==> config.mk <==
export PLATFORM = sky130hd
export DESIGN_NAME = datapath_bist_and_test_patterns
export DESIGN_NICKNAME = d
export VERILOG_FILES = /design/src/rtl/pn_gen.v /design/src/rtl/out_format.v /design/src/rtl/datapath_bist_and_test_patterns.v
export VERILOG_INCLUDE_DIRS = /design/src /design/src/rtl
export SDC_FILE = /design/constraint.sdc
export NUM_CORES = 1
export LEC_CHECK = 0
export BUFFER_PORTS_ARGS = -buffer_cell sky130_fd_sc_hd__buf_2
export CAP_MARGIN = 10
export CORE_ASPECT_RATIO = 1.25
export CORE_UTILIZATION = 50
export DETAILED_ROUTE_END_ITERATION = 12
export PLACE_DENSITY = 0.71
export SETUP_SLACK_MARGIN = 0.1
export SYNTH_ARGS = -nofsm -noshare
export SYNTH_HDL_FRONTEND = slang
export SYNTH_SLANG_ARGS = --single-unit
export TNS_END_PERCENT = 1
==> constraint.sdc <==
create_clock -name sys_clk_i -period 7.02 [get_ports sys_clk_i]
set_clock_uncertainty 0.1 [all_clocks]
set_input_delay 0.351 -clock sys_clk_i [delete_from_list [all_inputs] [get_ports sys_clk_i]]
set_output_delay 0.351 -clock sys_clk_i [all_outputs]
set_load 0.1 [all_outputs]
==> src/rtl/bist_tp_consts.vh <==
// Constants shared by the self-test and test pattern block.
// Assumes an 8-bit register port with 8-bit addresses.
`ifndef BIST_TP_CONSTS_VH
`define BIST_TP_CONSTS_VH

// ----------------------------------------
// Register offsets
// ----------------------------------------
`define ADDR_TEST_MODE 8'h0D
`define ADDR_SELF_TEST_CTRL 8'h0E
`define ADDR_OUT_MODE 8'h14
`define ADDR_USER_LOW 8'h19
`define ADDR_USER_HIGH 8'h20
`define ADDR_SIG_LOW 8'h24
`define ADDR_SIG_HIGH 8'h25
`define ADDR_LATE_INJECT 8'h62

// ----------------------------------------
// Field positions
// ----------------------------------------
`define BIT_BIST_START 0
`define BIT_BIST_RESUME 2
`define BIT_PN_LONG_RST 4
`define BIT_PN_SHORT_RST 5
`define BIT_OUT_INVERT 2

// ----------------------------------------
// Test mode codes
// ----------------------------------------
`define TM_OFF 4'h0
`define TM_MID 4'h1
`define TM_POS_FS 4'h2
`define TM_NEG_FS 4'h3
`define TM_CHECKER 4'h4
`define TM_PN_LONG 4'h5
`define TM_PN_SHORT 4'h6
`define TM_TOGGLE 4'h7
`define TM_USER 4'h8
`define TM_RAMP 4'hF

// ----------------------------------------
// Output formats and fixed words
// ----------------------------------------
`define FMT_TWOS 2'h0
`define FMT_OFFSET 2'h1
`define FMT_GRAY 2'h2
`define W_MID 14'h0000
`define W_POS_FS 14'h1FFF
`define W_NEG_FS 14'h2000
`define W_CHECK_A 14'h2AAA
`define W_CHECK_B 14'h1555
`define W_ONES 14'h3FFF
`define W_ZERO 14'h0000

// ----------------------------------------
// Generators, timing and reset values
// ----------------------------------------
`define PN_SHORT_SEED 9'h092
`define PN_LONG_SEED 23'h003AFF
`define BIST_SEED 9'h092
`define BIST_CYCLES 10'h200
`define SIG_SEED 16'hFFFF
`define SIG_POLY 16'h1021
`define REG_RESET 8'h00

`endif

==> src/rtl/pn_gen.v <==
// Fibonacci pseudorandom generator, one bit per step.
// Assumes a synchronised active-low reset from the parent.
`timescale 1ns/1ps
`default_nettype none
module pn_gen #(
    parameter WIDTH = 9,
    parameter TAP = 5,
    parameter [WIDTH-1:0] SEED = 9'h092,
    parameter INVERT = 0
) (
    // Clock and reset
    input wire sys_clk_i,
    input wire rst_b_i,
    // Control
    input wire load_i,
    input wire step_i,
    // Stream
    output wire bit_o
);
    reg [WIDTH-1:0] state_r;
    wire fb = state_r[WIDTH-1] ^ state_r[TAP-1];

    always @(posedge sys_clk_i or negedge rst_b_i) begin
        if (!rst_b_i) begin
            state_r <= SEED;
        end else if (load_i) begin
            state_r <= SEED;
        end else if (step_i) begin
            state_r <= {state_r[WIDTH-2:0], fb};
        end
    end

    assign bit_o = (INVERT != 0) ? ~fb : fb;
endmodule // pn_gen
`default_nettype wire

==> src/rtl/out_format.v <==
// Output formatter: twos complement, offset binary or Gray, optional invert.
// Input is a twos-complement sample; purely combinational.
`timescale 1ns/1ps
`default_nettype none
`include "bist_tp_consts.vh"
module out_format #(
    parameter W = 14
) (
    // Sample in
    input wire [W-1:0] word_i,
    // Format select
    input wire [1:0] fmt_i,
    input wire invert_i,
    // Formatted sample
    output reg [W-1:0] word_o
);
    reg [W-1:0] src;
    reg [W-1:0] ofs;

    always @* begin
        src = invert_i ? ~word_i : word_i;
        ofs = {~src[W-1], src[W-2:0]};
        case (fmt_i)
            `FMT_OFFSET: word_o = ofs;
            // Gray coding is taken from the offset binary form
            `FMT_GRAY: word_o = ofs ^ (ofs >> 1);
            default: word_o = src;
        endcase
    end
endmodule // out_format
`default_nettype wire

==> src/rtl/datapath_bist_and_test_patterns.v <==
// Datapath self-test, output test patterns and the serial sample lane.
// Assumes samples and register writes arrive on sys_clk_i (the encode clock).
`timescale 1ns/1ps
`default_nettype none
`include "bist_tp_consts.vh"
module datapath_bist_and_test_patterns #(
    parameter W = 14
) (
    // Clock and reset
    input wire sys_clk_i,
    input wire rst_b_i,
    // Converter samples
    input wire [W-1:0] adc_data_i,
    // Register port
    input wire reg_wr_i,
    input wire [7:0] reg_addr_i,
    input wire [7:0] reg_wdata_i,
    output reg [7:0] reg_rdata_o,
    // Serial sample lane
    output reg ser_bit_o,
    output reg ser_word_start_o,
    output reg [W-1:0] link_word_o,
    // Status
    output reg bist_busy_o
);
    // ----------------------------------------
    // Reset release
    // ----------------------------------------
    reg rst_meta_r;
    reg rst_sync_r;
    wire rst_b = rst_sync_r;

    always @(posedge sys_clk_i or negedge rst_b_i) begin
        if (!rst_b_i) begin
            rst_meta_r <= 1'b0;
            rst_sync_r <= 1'b0;
        end else begin
            rst_meta_r <= 1'b1;
            rst_sync_r <= rst_meta_r;
        end
    end

    // ----------------------------------------
    // Control registers
    // ----------------------------------------
    reg [7:0] test_mode_r;
    reg [7:0] st_ctrl_r;
    reg [7:0] out_mode_r;
    reg [7:0] user_low_r;
    reg [7:0] user_high_r;
    reg [7:0] late_inject_r;
    reg [15:0] sig_r;
    wire [3:0] mode = test_mode_r[3:0];
    wire [3:0] late_mode = late_inject_r[3:0];
    wire bist_start = reg_wr_i && (reg_addr_i == `ADDR_SELF_TEST_CTRL) &&
                      reg_wdata_i[`BIT_BIST_START] && !bist_busy_o;

    always @(posedge sys_clk_i or negedge rst_b) begin
        if (!rst_b) begin
            test_mode_r <= `REG_RESET;
            st_ctrl_r <= `REG_RESET;
            out_mode_r <= `REG_RESET;
            user_low_r <= `REG_RESET;
            user_high_r <= `REG_RESET;
            late_inject_r <= `REG_RESET;
        end else if (reg_wr_i) begin
            case (reg_addr_i)
                `ADDR_TEST_MODE: test_mode_r <= reg_wdata_i;
                `ADDR_SELF_TEST_CTRL: st_ctrl_r <= reg_wdata_i;
                `ADDR_OUT_MODE: out_mode_r <= reg_wdata_i;
                `ADDR_USER_LOW: user_low_r <= reg_wdata_i;
                `ADDR_USER_HIGH: user_high_r <= reg_wdata_i;
                `ADDR_LATE_INJECT: late_inject_r <= reg_wdata_i;
                default: begin
                end
            endcase
        end
    end

    // Read data is registered; unmapped addresses read zero
    always @(posedge sys_clk_i or negedge rst_b) begin
        if (!rst_b) begin
            reg_rdata_o <= 8'h00;
        end else begin
            case (reg_addr_i)
                `ADDR_TEST_MODE: reg_rdata_o <= test_mode_r;
                `ADDR_SELF_TEST_CTRL: reg_rdata_o <= {st_ctrl_r[7:1], bist_busy_o};
                `ADDR_OUT_MODE: reg_rdata_o <= out_mode_r;
                `ADDR_USER_LOW: reg_rdata_o <= user_low_r;
                `ADDR_USER_HIGH: reg_rdata_o <= user_high_r;
                `ADDR_SIG_LOW: reg_rdata_o <= sig_r[7:0];
                `ADDR_SIG_HIGH: reg_rdata_o <= sig_r[15:8];
                `ADDR_LATE_INJECT: reg_rdata_o <= late_inject_r;
                default: reg_rdata_o <= 8'h00;
            endcase
        end
    end

    // ----------------------------------------
    // Word timing
    // ----------------------------------------
    // One sample leaves the lane every W clocks; the lane runs one bit per clock.
    reg [3:0] bit_cnt_r;
    wire word_tick = (bit_cnt_r == W - 1);

    always @(posedge sys_clk_i or negedge rst_b) begin
        if (!rst_b) begin
            bit_cnt_r <= 4'h0;
        end else begin
            bit_cnt_r <= word_tick ? 4'h0 : bit_cnt_r + 4'h1;
        end
    end

    // ----------------------------------------
    // Pseudorandom sources
    // ----------------------------------------
    reg bist_run_r;
    reg [9:0] bist_cnt_r;
    wire pn_short_bit;
    wire pn_long_bit;
    wire bist_bit;
    // reset bits hold generators at seed; unselected ones also rest at seed
    wire short_load = test_mode_r[`BIT_PN_SHORT_RST] || (mode != `TM_PN_SHORT);
    wire long_load = test_mode_r[`BIT_PN_LONG_RST] || (mode != `TM_PN_LONG);
    // restart from seed unless resume is selected
    wire bist_load = bist_start && !reg_wdata_i[`BIT_BIST_RESUME];

    pn_gen #(.WIDTH(9), .TAP(5), .SEED(`PN_SHORT_SEED), .INVERT(0)) u_pn_short (
        .sys_clk_i(sys_clk_i),
        .rst_b_i(rst_b),
        .load_i(short_load),
        .step_i(1'b1),
        .bit_o(pn_short_bit)
    );

    pn_gen #(.WIDTH(23), .TAP(18), .SEED(`PN_LONG_SEED), .INVERT(1)) u_pn_long (
        .sys_clk_i(sys_clk_i),
        .rst_b_i(rst_b),
        .load_i(long_load),
        .step_i(1'b1),
        .bit_o(pn_long_bit)
    );

    // self-test source, steps only while the run is active
    pn_gen #(.WIDTH(9), .TAP(5), .SEED(`BIST_SEED), .INVERT(0)) u_pn_bist (
        .sys_clk_i(sys_clk_i),
        .rst_b_i(rst_b),
        .load_i(bist_load),
        .step_i(bist_run_r),
        .bit_o(bist_bit)
    );

    // Bits gather into words MSB first
    reg [W-1:0] short_word_r;
    reg [W-1:0] long_word_r;
    reg [W-1:0] bist_word_r;

    always @(posedge sys_clk_i or negedge rst_b) begin
        if (!rst_b) begin
            short_word_r <= `W_ZERO;
            long_word_r <= `W_ZERO;
            bist_word_r <= `W_ZERO;
        end else begin
            // one bit per encode clock edge
            short_word_r <= {short_word_r[W-2:0], pn_short_bit};
            long_word_r <= {long_word_r[W-2:0], pn_long_bit};
            // Cleared at start so a restarted run repeats its signature
            if (bist_start) begin
                bist_word_r <= `W_ZERO;
            end else if (bist_run_r) begin
                bist_word_r <= {bist_word_r[W-2:0], bist_bit};
            end
        end
    end

    // ----------------------------------------
    // Alternating words
    // ----------------------------------------
    reg phase_r;
    reg [W-1:0] ramp_r;

    always @(posedge sys_clk_i or negedge rst_b) begin
        if (!rst_b) begin
            phase_r <= 1'b0;
            ramp_r <= `W_ZERO;
        end else if (word_tick) begin
            // word 1 and word 2 alternate sample by sample
            phase_r <= ~phase_r;
            // ramp wraps naturally at the top code
            ramp_r <= ramp_r + {{(W-1){1'b0}}, 1'b1};
        end
    end

    // ----------------------------------------
    // Pattern selection
    // ----------------------------------------
    reg [W-1:0] pat_word;
    reg pat_bypass;
    reg pat_active;
    wire [W-1:0] user_a = {user_low_r, 6'h00};
    wire [W-1:0] user_b = {user_high_r, 6'h00};

    // code decode, bypass marks unformatted patterns
    always @* begin
        pat_word = `W_ZERO;
        pat_bypass = 1'b0;
        pat_active = 1'b1;
        case (mode)
            `TM_MID: pat_word = `W_MID;
            `TM_POS_FS: pat_word = `W_POS_FS;
            `TM_NEG_FS: pat_word = `W_NEG_FS;
            `TM_CHECKER: begin
                pat_word = phase_r ? `W_CHECK_B : `W_CHECK_A;
                pat_bypass = 1'b1;
            end
            `TM_PN_LONG: pat_word = long_word_r;
            `TM_PN_SHORT: pat_word = short_word_r;
            `TM_TOGGLE: begin
                pat_word = phase_r ? `W_ZERO : `W_ONES;
                pat_bypass = 1'b1;
            end
            `TM_USER: pat_word = phase_r ? user_b : user_a;
            `TM_RAMP: begin
                pat_word = ramp_r;
                pat_bypass = 1'b1;
            end
            default: pat_active = 1'b0;
        endcase
    end

    // Late injection uses the same codes but never passes the formatter
    reg [W-1:0] late_word;
    reg late_active;

    always @* begin
        late_word = `W_ZERO;
        late_active = 1'b1;
        case (late_mode)
            `TM_MID: late_word = `W_MID;
            `TM_POS_FS: late_word = `W_POS_FS;
            `TM_NEG_FS: late_word = `W_NEG_FS;
            `TM_CHECKER: late_word = phase_r ? `W_CHECK_B : `W_CHECK_A;
            `TM_PN_LONG: late_word = long_word_r;
            `TM_PN_SHORT: late_word = short_word_r;
            `TM_TOGGLE: late_word = phase_r ? `W_ZERO : `W_ONES;
            `TM_USER: late_word = phase_r ? user_b : user_a;
            `TM_RAMP: late_word = ramp_r;
            default: late_active = 1'b0;
        endcase
    end

    // ----------------------------------------
    // Datapath and formatting
    // ----------------------------------------
    wire [W-1:0] core_word;
    wire [W-1:0] fmt_word;
    reg [W-1:0] link_word;

    // source at the core output: self-test, pattern or samples
    assign core_word = bist_run_r ? bist_word_r : (pat_active ? pat_word : adc_data_i);

    out_format #(.W(W)) u_fmt (
        .word_i(core_word),
        .fmt_i(out_mode_r[1:0]),
        .invert_i(out_mode_r[`BIT_OUT_INVERT]),
        .word_o(fmt_word)
    );

    always @* begin
        if (late_active) begin
            link_word = late_word;
        end else if (pat_active && pat_bypass && !bist_run_r) begin
            link_word = pat_word;
        end else begin
            link_word = fmt_word;
        end
    end

    // ----------------------------------------
    // Self-test sequencing and signature
    // ----------------------------------------
    // Signature folds the formatted word every run cycle, so word phase cannot alter it.
    reg [15:0] misr_r;
    wire [15:0] misr_shift = {misr_r[14:0], 1'b0} ^ (misr_r[15] ? `SIG_POLY : 16'h0000);
    wire [15:0] misr_nxt = misr_shift ^ {2'b00, fmt_word};
    wire bist_last = (bist_cnt_r == `BIST_CYCLES - 10'h001);

    always @(posedge sys_clk_i or negedge rst_b) begin
        if (!rst_b) begin
            bist_run_r <= 1'b0;
            bist_busy_o <= 1'b0;
            bist_cnt_r <= 10'h000;
            misr_r <= `SIG_SEED;
            sig_r <= 16'h0000;
        end else if (bist_start) begin
            bist_run_r <= 1'b1;
            bist_busy_o <= 1'b1;
            bist_cnt_r <= 10'h000;
            misr_r <= `SIG_SEED;
        end else if (bist_run_r) begin
            misr_r <= misr_nxt;
            if (bist_last) begin
                bist_run_r <= 1'b0;
                bist_busy_o <= 1'b0;
                sig_r <= misr_nxt;
            end else begin
                bist_cnt_r <= bist_cnt_r + 10'h001;
            end
        end
    end

    // ----------------------------------------
    // Serial lane
    // ----------------------------------------
    reg [W-1:0] shift_r;

    always @(posedge sys_clk_i or negedge rst_b) begin
        if (!rst_b) begin
            shift_r <= `W_ZERO;
            ser_bit_o <= 1'b0;
            ser_word_start_o <= 1'b0;
            link_word_o <= `W_ZERO;
        end else begin
            ser_word_start_o <= word_tick;
            if (word_tick) begin
                shift_r <= link_word;
                link_word_o <= link_word;
                ser_bit_o <= link_word[W-1];
            end else begin
                shift_r <= {shift_r[W-2:0], 1'b0};
                ser_bit_o <= shift_r[W-2];
            end
        end
    end
endmodule // datapath_bist_and_test_patterns
`default_nettype wire

==> reports/metrics.yaml, run 1 <==
layout:
  syn2layout_area_growth_pct: 11.7
  drive_above_1_share: 0.203
  n_fill_cell: 1912
  antenna-diode-count: 0
  fin_nets: 1118
logic_synthesis:
  ys_ff_latch: 232
  yosysTopAreaCell: "dfrtp_1"
  ys_top_cells_by_area: "dfrtp_1 (44%), dfstp_2 (7.9%), mux2_2 (5.4%), mux2i_1 (4.3%), nor2_1 (4.0%)"
  syn_inst: 1051
  synth_top_area_frac: 0.441
  synth_area_sq_um: 11200
  yosys.cell_types.count: 85
  ys_seq_area_frac: 0.520
  synth_ff_type: "dfrtp_1"
  synth_enable_flop_cells: 0
  synth.avg_cell_area_sq_um: 10.7
  ys_warn_count: 0
  async_reset_ff_frac: 1.00
  syn-num-nets: 1088
  synthTopCellsByCount: "dfrtp_1 (198), nor2_1 (120), nand2_1 (80)"
  synth_most_common_cell: "dfrtp_1"
floorplan:
  start_util: 0.508
  rows: 61
  die_x_um: 136
  dieArea_sq_um: 23100
  core_area_sq_um: 22100
  ios: 58
  die_h_um: 170
setup_path:
  reg2reg_from: "test_mode_r[2]"
  r2r-end: "link_word_o[12]"
  cp-start-kind: "flop"
  rr_worst_depth: 8
  reg2reg_slack_ns: 3.37
  crit_type: "reg -> reg"
  cp_data_arrival_time_ns: 4.01
  crit_path_end_kind: "flop"
  worstPathRequired_ns: 7.37
  crit_fanout: 24
hold_path:
  hold_class: "in -> async"
sta:
  maxSlewHeadroom: 0.230
  fin_ws_ns: 3.37
  setup_viol: 0
  rsz0062_at_grt: "no"
  fmax_mhz: 274
  worstMarginPinSlew_ns: 1.14
  timing.hold.ws_ns: 0.0425
  final.min_clock_period_ns: 3.65
  fin_tns_setup_ns: 0
  finalHoldViolCount: 0
  fin_crit_sh: 0.520
  slew_viol_final: 0
drt:
  drt_first_pass_iters: 12
  drc: 1
  vias: 8271
  wirelength_um: 27200
  drt_iter0_drc: 941
  postRouteAntennaNets: 0
  wl_per_cell_um: 19.7
  via_per_inst: 5.99
run_status:
  violations: "design-rule violations"
  status: "finished with violations"
power:
  combinationalPowerShare: 0.220
  power_frac_seq: 0.432
  p_int_w: 0.00265
  power.net_switching_w: 0.00123
  p_leak_nw: 5.33
  switching_share: 0.317
  p_clk_frac: 0.348
  ir_drop_mv: 0.170
  power_density_nw_per_um2: 309
  p_total_w: 0.00388
global_routing:
  track_usage: 0.244
  grt_max_degree: 122
  grt_pass1_wl_um: 43700
  gr-total-overflow: 0
  antenna_found_initial: 1
  grt_pass1_vias: 7857
run:
  cap_violations: 0
clock_network:
  clk_latency_ns: 0.52
  clk_pin_slew_worst_paths_ns: 0.07
  cts_setup_buffers: 0
  clock_sinks: 232
  cts_max_level: 1
  ctsResizeCount: 0
  cts_buffers: 23
  cts-root-buf: "clkbuf_16"
  cts_tree: "yes"
  cts_buffer_depth: 3
  cts_hold_buf: 1
placed_design:
  dp_hpwl_um: 19000
  place.gp.congestion: 0.966
  io_buffers: 57
  pre_cts_ws_ns: 3.19
==> cells by family after synthesis <==
| kind of cell | share of synthesized area |
|---|---|
| compound gates | 0.146 |
| fa+ha+maj | 0.00445 |
| mux | 0.0978 |
| flops | 0.520 |
| other cells | 0.000333 |
| xor+xnor | 0.0436 |
| simple gates | 0.159 |
| buf+inv | 0.0285 |
==> worst max-delay path by stage <==
| stage | startpoint | end | slack (ns) |
|---|---|---|---|
| CTS | test_mode_r[2] | link_word_o[12] | 3.43 |
| global placement | reg_addr_i[7] | sig_r[15] | 3.28 |
| finish | test_mode_r[2] | link_word_o[12] | 3.37 |
| detailed placement | reg_addr_i[7] | sig_r[15] | 3.19 |
| global route | test_mode_r[2] | link_word_o[12] | 3.15 |
| floorplan | rst_b | bist_busy_o | 3.14 |
==> per-stage QoR <==
step           cells  cell area (sq um)   util
2_1_floorplan   1051              11200      -
3_3_place_gp    1338              11700  0.529
3_5_place_dp    1338              11700  0.529
4_1_cts         1381              12600  0.567
5_1_grt         1381              12600  0.567
6_report        1381              12600  0.567
==> metal layers <==
| layer | track usage | vias up | share of wire |
|---|---|---|---|
| met5 | 0 | - | 0.00037 |
| met4 | 0.0884 | 2 | 0.034 |
| met3 | 0.0341 | 57 | 0.057 |
| met2 | 0.376 | 269 | 0.47 |
| met1 | 0.351 | 4102 | 0.44 |
| li1 | - | 3841 | - |
==> cell usage in the layout, fill, tap and decap left out, types with 9 or more instances in the layout <==
cell         n
a21oi_1     41
a221oi_1    15
a222oi_1     9
a22o_1      14
a22oi_1     19
and2_1      23
and3_1      10
buf_2       57
clkbuf_16   23
dfrtp_1    196
dfstp_2     34
inv_1       10
mux2_2      54
mux2i_1     48
nand2_1     80
nand2b_1    27
nand3_1     23
nand4_1     13
nor2_1     120
nor3_1      15
o21ai_0     36
o21ai_1     14
xnor2_1     32
xor2_1      24
==> power by group through the flow <==
stage	sequential, W	combinational, W	clock (W)
after floorplan	0.00188	0.000471	0
after global placement	0.00170	0.000836	0
after detailed placement	0.00170	0.000849	0
after CTS	0.00168	0.000854	0.00137
after global routing	0.00170	0.000923	0.00143
final	0.00168	0.000854	0.00135
==> registers in the layout, summed over array words and instances (netlist names), 9 cells and up <==
name                count
sig_r                  16
u_pn_long.state_r      23
bist_word_r            14
ramp_r                 14
bist_cnt_r             10
short_word_r           14
u_pn_short.state_r      9
shift_r                13
long_word_r            14
u_pn_bist.state_r       9
misr_r                 16
link_word_o            14
==> worst max-delay path, cell delays in order, from the launching register on <==
cell	delay, ns
dfrtp_1	0.86
nor2b_1	0.96
a32o_1	0.32
a311oi_2	0.09
a2bb2oi_1	0.35
mux2i_1	0.29
a211oi_1	0.09
o311a_1	0.38
nor2_1	0.13
==> cell type report <==
class,count,area [sq um],area share
flip-flops and latches,232,5850,0.466
multi-input cells,746,5090,0.405
clock buffers,29,638,0.0508
repair buffers,67,375,0.0299
well taps,283,354,0.0282
clock inverters,13,203,0.0161
inverters,11,41.3,0.00329
(Power assumes the default switching activity.)
==> inputs of run 2 (changes only) <==
Settings changed: ABC_AREA set to 1, PLACE_DENSITY 0.71 to 0.68.
Clock period 7.02 ns to 3.8 ns, I/O delays scaled along.
==> run 2 against run 1 <==
The run now ends clean. Via count grew 20%. Critical endpoint is now link_word_o[7]. Largest power group unchanged. Sequential share of layout area down 1.5 points. First-iteration DRC count down 9.8%. Worst setup slack worse by 2.6 ns. Synthesized area increased by 1.5%. Clock power rose by 79%.
==> reports/metrics.yaml, run 2 <==
logic_synthesis:
  ys_top_cells_by_area: "dfrtp_1 (43%), nand2_1 (15%), dfstp_2 (7.8%), inv_1 (5.1%), nand3_1 (4.2%)"
  ys_warn_count: 0
  ys_seq_area_frac: 0.512
  syn-num-nets: 1463
  synth_area_sq_um: 11400
  syn_inst: 1426
  synth.avg_cell_area_sq_um: 8.01
  yosys.cell_types.count: 50
  synth_ff_type: "dfrtp_1"
  synth_most_common_cell: "nand2_1"
  yosysTopAreaCell: "dfrtp_1"
  synthTopCellsByCount: "nand2_1 (448), dfrtp_1 (198), inv_1 (154)"
  ys_ff_latch: 232
  async_reset_ff_frac: 1.00
  synth_top_area_frac: 0.434
  synth_enable_flop_cells: 0
sta:
  fin_crit_sh: 0.789
  slew_viol_final: 0
  fmax_mhz: 334
  fin_tns_setup_ns: 0
  finalHoldViolCount: 0
  final.min_clock_period_ns: 3.00
  rsz0062_at_grt: "no"
  worstMarginPinSlew_ns: 1.06
  maxSlewHeadroom: 0.273
  setup_viol: 0
clock_network:
  cts_tree: "yes"
  clk_pin_slew_worst_paths_ns: 0.06
  cts-root-buf: "clkbuf_16"
  cts_buffers: 24
  cts_hold_buf: 10
  cts_buffer_depth: 3
  ctsResizeCount: 0
  clk_latency_ns: 0.53
  clock_sinks: 232
  cts_max_level: 1
  cts_setup_buffers: 0
placed_design:
  dp_cells: 1746
  dp_hpwl_um: 25000
  place.gp.congestion: 0.984
  io_buffers: 57
hold_path:
  hold_depth: 6
  hold_class: "in -> reg"
layout:
  final_cell_mix: "nand2_1 (448), dfrtp_1 (197), inv_1 (154)"
  top_regs: "u_pn_long.state_r x23, misr_r x16, sig_r x16"
  antenna-diode-count: 0
  stdcell_count: 1800
  fin_nets: 1536
  top_register: "u_pn_long.state_r"
  drive_above_1_share: 0.146
  largest_reg_flops: 23
  fin_util: 0.582
  final_common_cell: "nand2_1"
  syn2layout_area_growth_pct: 13.7
drt:
  wl_per_cell_um: 18.7
  vias: 9951
  drt_first_pass_iters: 6
  drt_iter0_drc: 849
  postRouteAntennaNets: 0
  via_per_inst: 5.53
  drc: 0
  wirelength_um: 33700
global_routing:
  track_usage: 0.297
  antenna_found_initial: 0
  grt_pass1_wl_um: 52400
  grt_max_degree: 97
  grt_pass1_vias: 9615
  gr-total-overflow: 0
power:
  ir_drop_mv: 0.613
  power_density_nw_per_um2: 592
  p_leak_nw: 6.56
setup_path:
  cp-start-kind: "flop"
  cp_cell_sequence: "inv_2, nor2_4, nand2_2, nand2_2, nor2_4, and3_1, nand2_1, nand3_2, nand2_1, nand2_1, nand3_1, nand3_1, nand2_1, nand2_1, nand2_1, nand2_1"
  worstPathRequired_ns: 4.11
  crit_fanout: 15
  crit_type: "reg -> reg"
  crit_path_end_kind: "flop"
  slowest_stage: "dfrtp_1"
  slowest_delay_ns: 0.45
  cp_data_arrival_time_ns: 3.31
  cpMostUsedCell: "nand2_1"
  rr_worst_depth: 16
floorplan:
  die_h_um: 171
  core_area_sq_um: 22300
  die_x_um: 137
  ios: 58
  start_util: 0.512
  dieArea_sq_um: 23400
  rows: 61
run_status:
  status: "completed"
run:
  cap_violations: 0
[run 2: cell types whose count changed after synthesis, sizes merged, moves of 13 or more]
cell,change
nand2,+381
inv,+149
nand3,+77
mux2,-55
mux2i,-48
o21ai,+45
or2,+29
xnor2,-28
nand2b,-27
and2,-23
a22oi,-15
nand4,+15
clkbuf,-14
a22o,-13
[run 2: cell type report]
type,instances,area [sq um]
clock buffer,33,706
clock inverter,11,120
fill,2044,9310
inverter,162,608
multi-input combinational,994,4800
sequential,232,5850
tap,283,354
timing repair buffer,85,546
[run 2: per-layer routing]
metal / track usage / up-vias / share of wire
li1: - / 4764 / -
met1: 0.375 / 4741 / 0.41
met2: 0.497 / 351 / 0.48
met3: 0.0332 / 95 / 0.052
met4: 0.157 / 0 / 0.056
met5: 0 / - / 0
[run 2: final timing paths]
check,from,to,slack [ns]
hold / removal,reg_addr_i[1],reg_rdata_o[3],0.14
hold reg to reg,rst_b,u_pn_short.state_r[8],0.23
setup reg to reg,test_mode_r[2],link_word_o[7],0.80
setup / recovery,test_mode_r[2],link_word_o[7],0.80
max in group asynchronous,rst_b,long_word_r[1],2.46
min in group asynchronous,rst_b,u_pn_short.state_r[8],0.23
[run 2: power breakdown]
part           switching [W]  total, W  internal [W]
Clock               0.000985   0.00242       0.00144
Sequential          0.000223   0.00313       0.00290
Combinational        0.00151   0.00214      0.000626
Total                0.00272   0.00769       0.00497
[run 2: critical path: cells and delay by family, from the launching register on]
kind / cells / cell delay, ns
AND/OR/NAND/NOR: 15 / 2.26
flip-flops: 1 / 0.45
buffers and inverters: 1 / 0.10
[run 2: kinds of logic (layout without fill, tap and decap cells)]
logic type                 after synthesis  count (layout)  synth area share
buffers and inverters                  200             291            0.0677
adders and majority gates                4               4           0.00438
xor gates and xnor gates                19              19            0.0146
other                                    1               1          0.000328
and+or+nand+nor                        768             768             0.294
AOI/OAI and AO/OA                      202             202             0.107
DFF                                    232             232             0.512
[run 2: through the flow]
stage	cell area (sq um)	hold slack (ns)	power [W]	setup WS, ns
final	13000	0.142	0.00769	0.802
after global routing	13000	0.193	0.00810	0.572
after CTS	13000	0.138	0.00773	0.852
after detailed placement	12100	-0.124	0.00528	0.871
after global placement	12100	-0.125	0.00526	0.806
after floorplan	11400	-0.206	0.00474	1.38
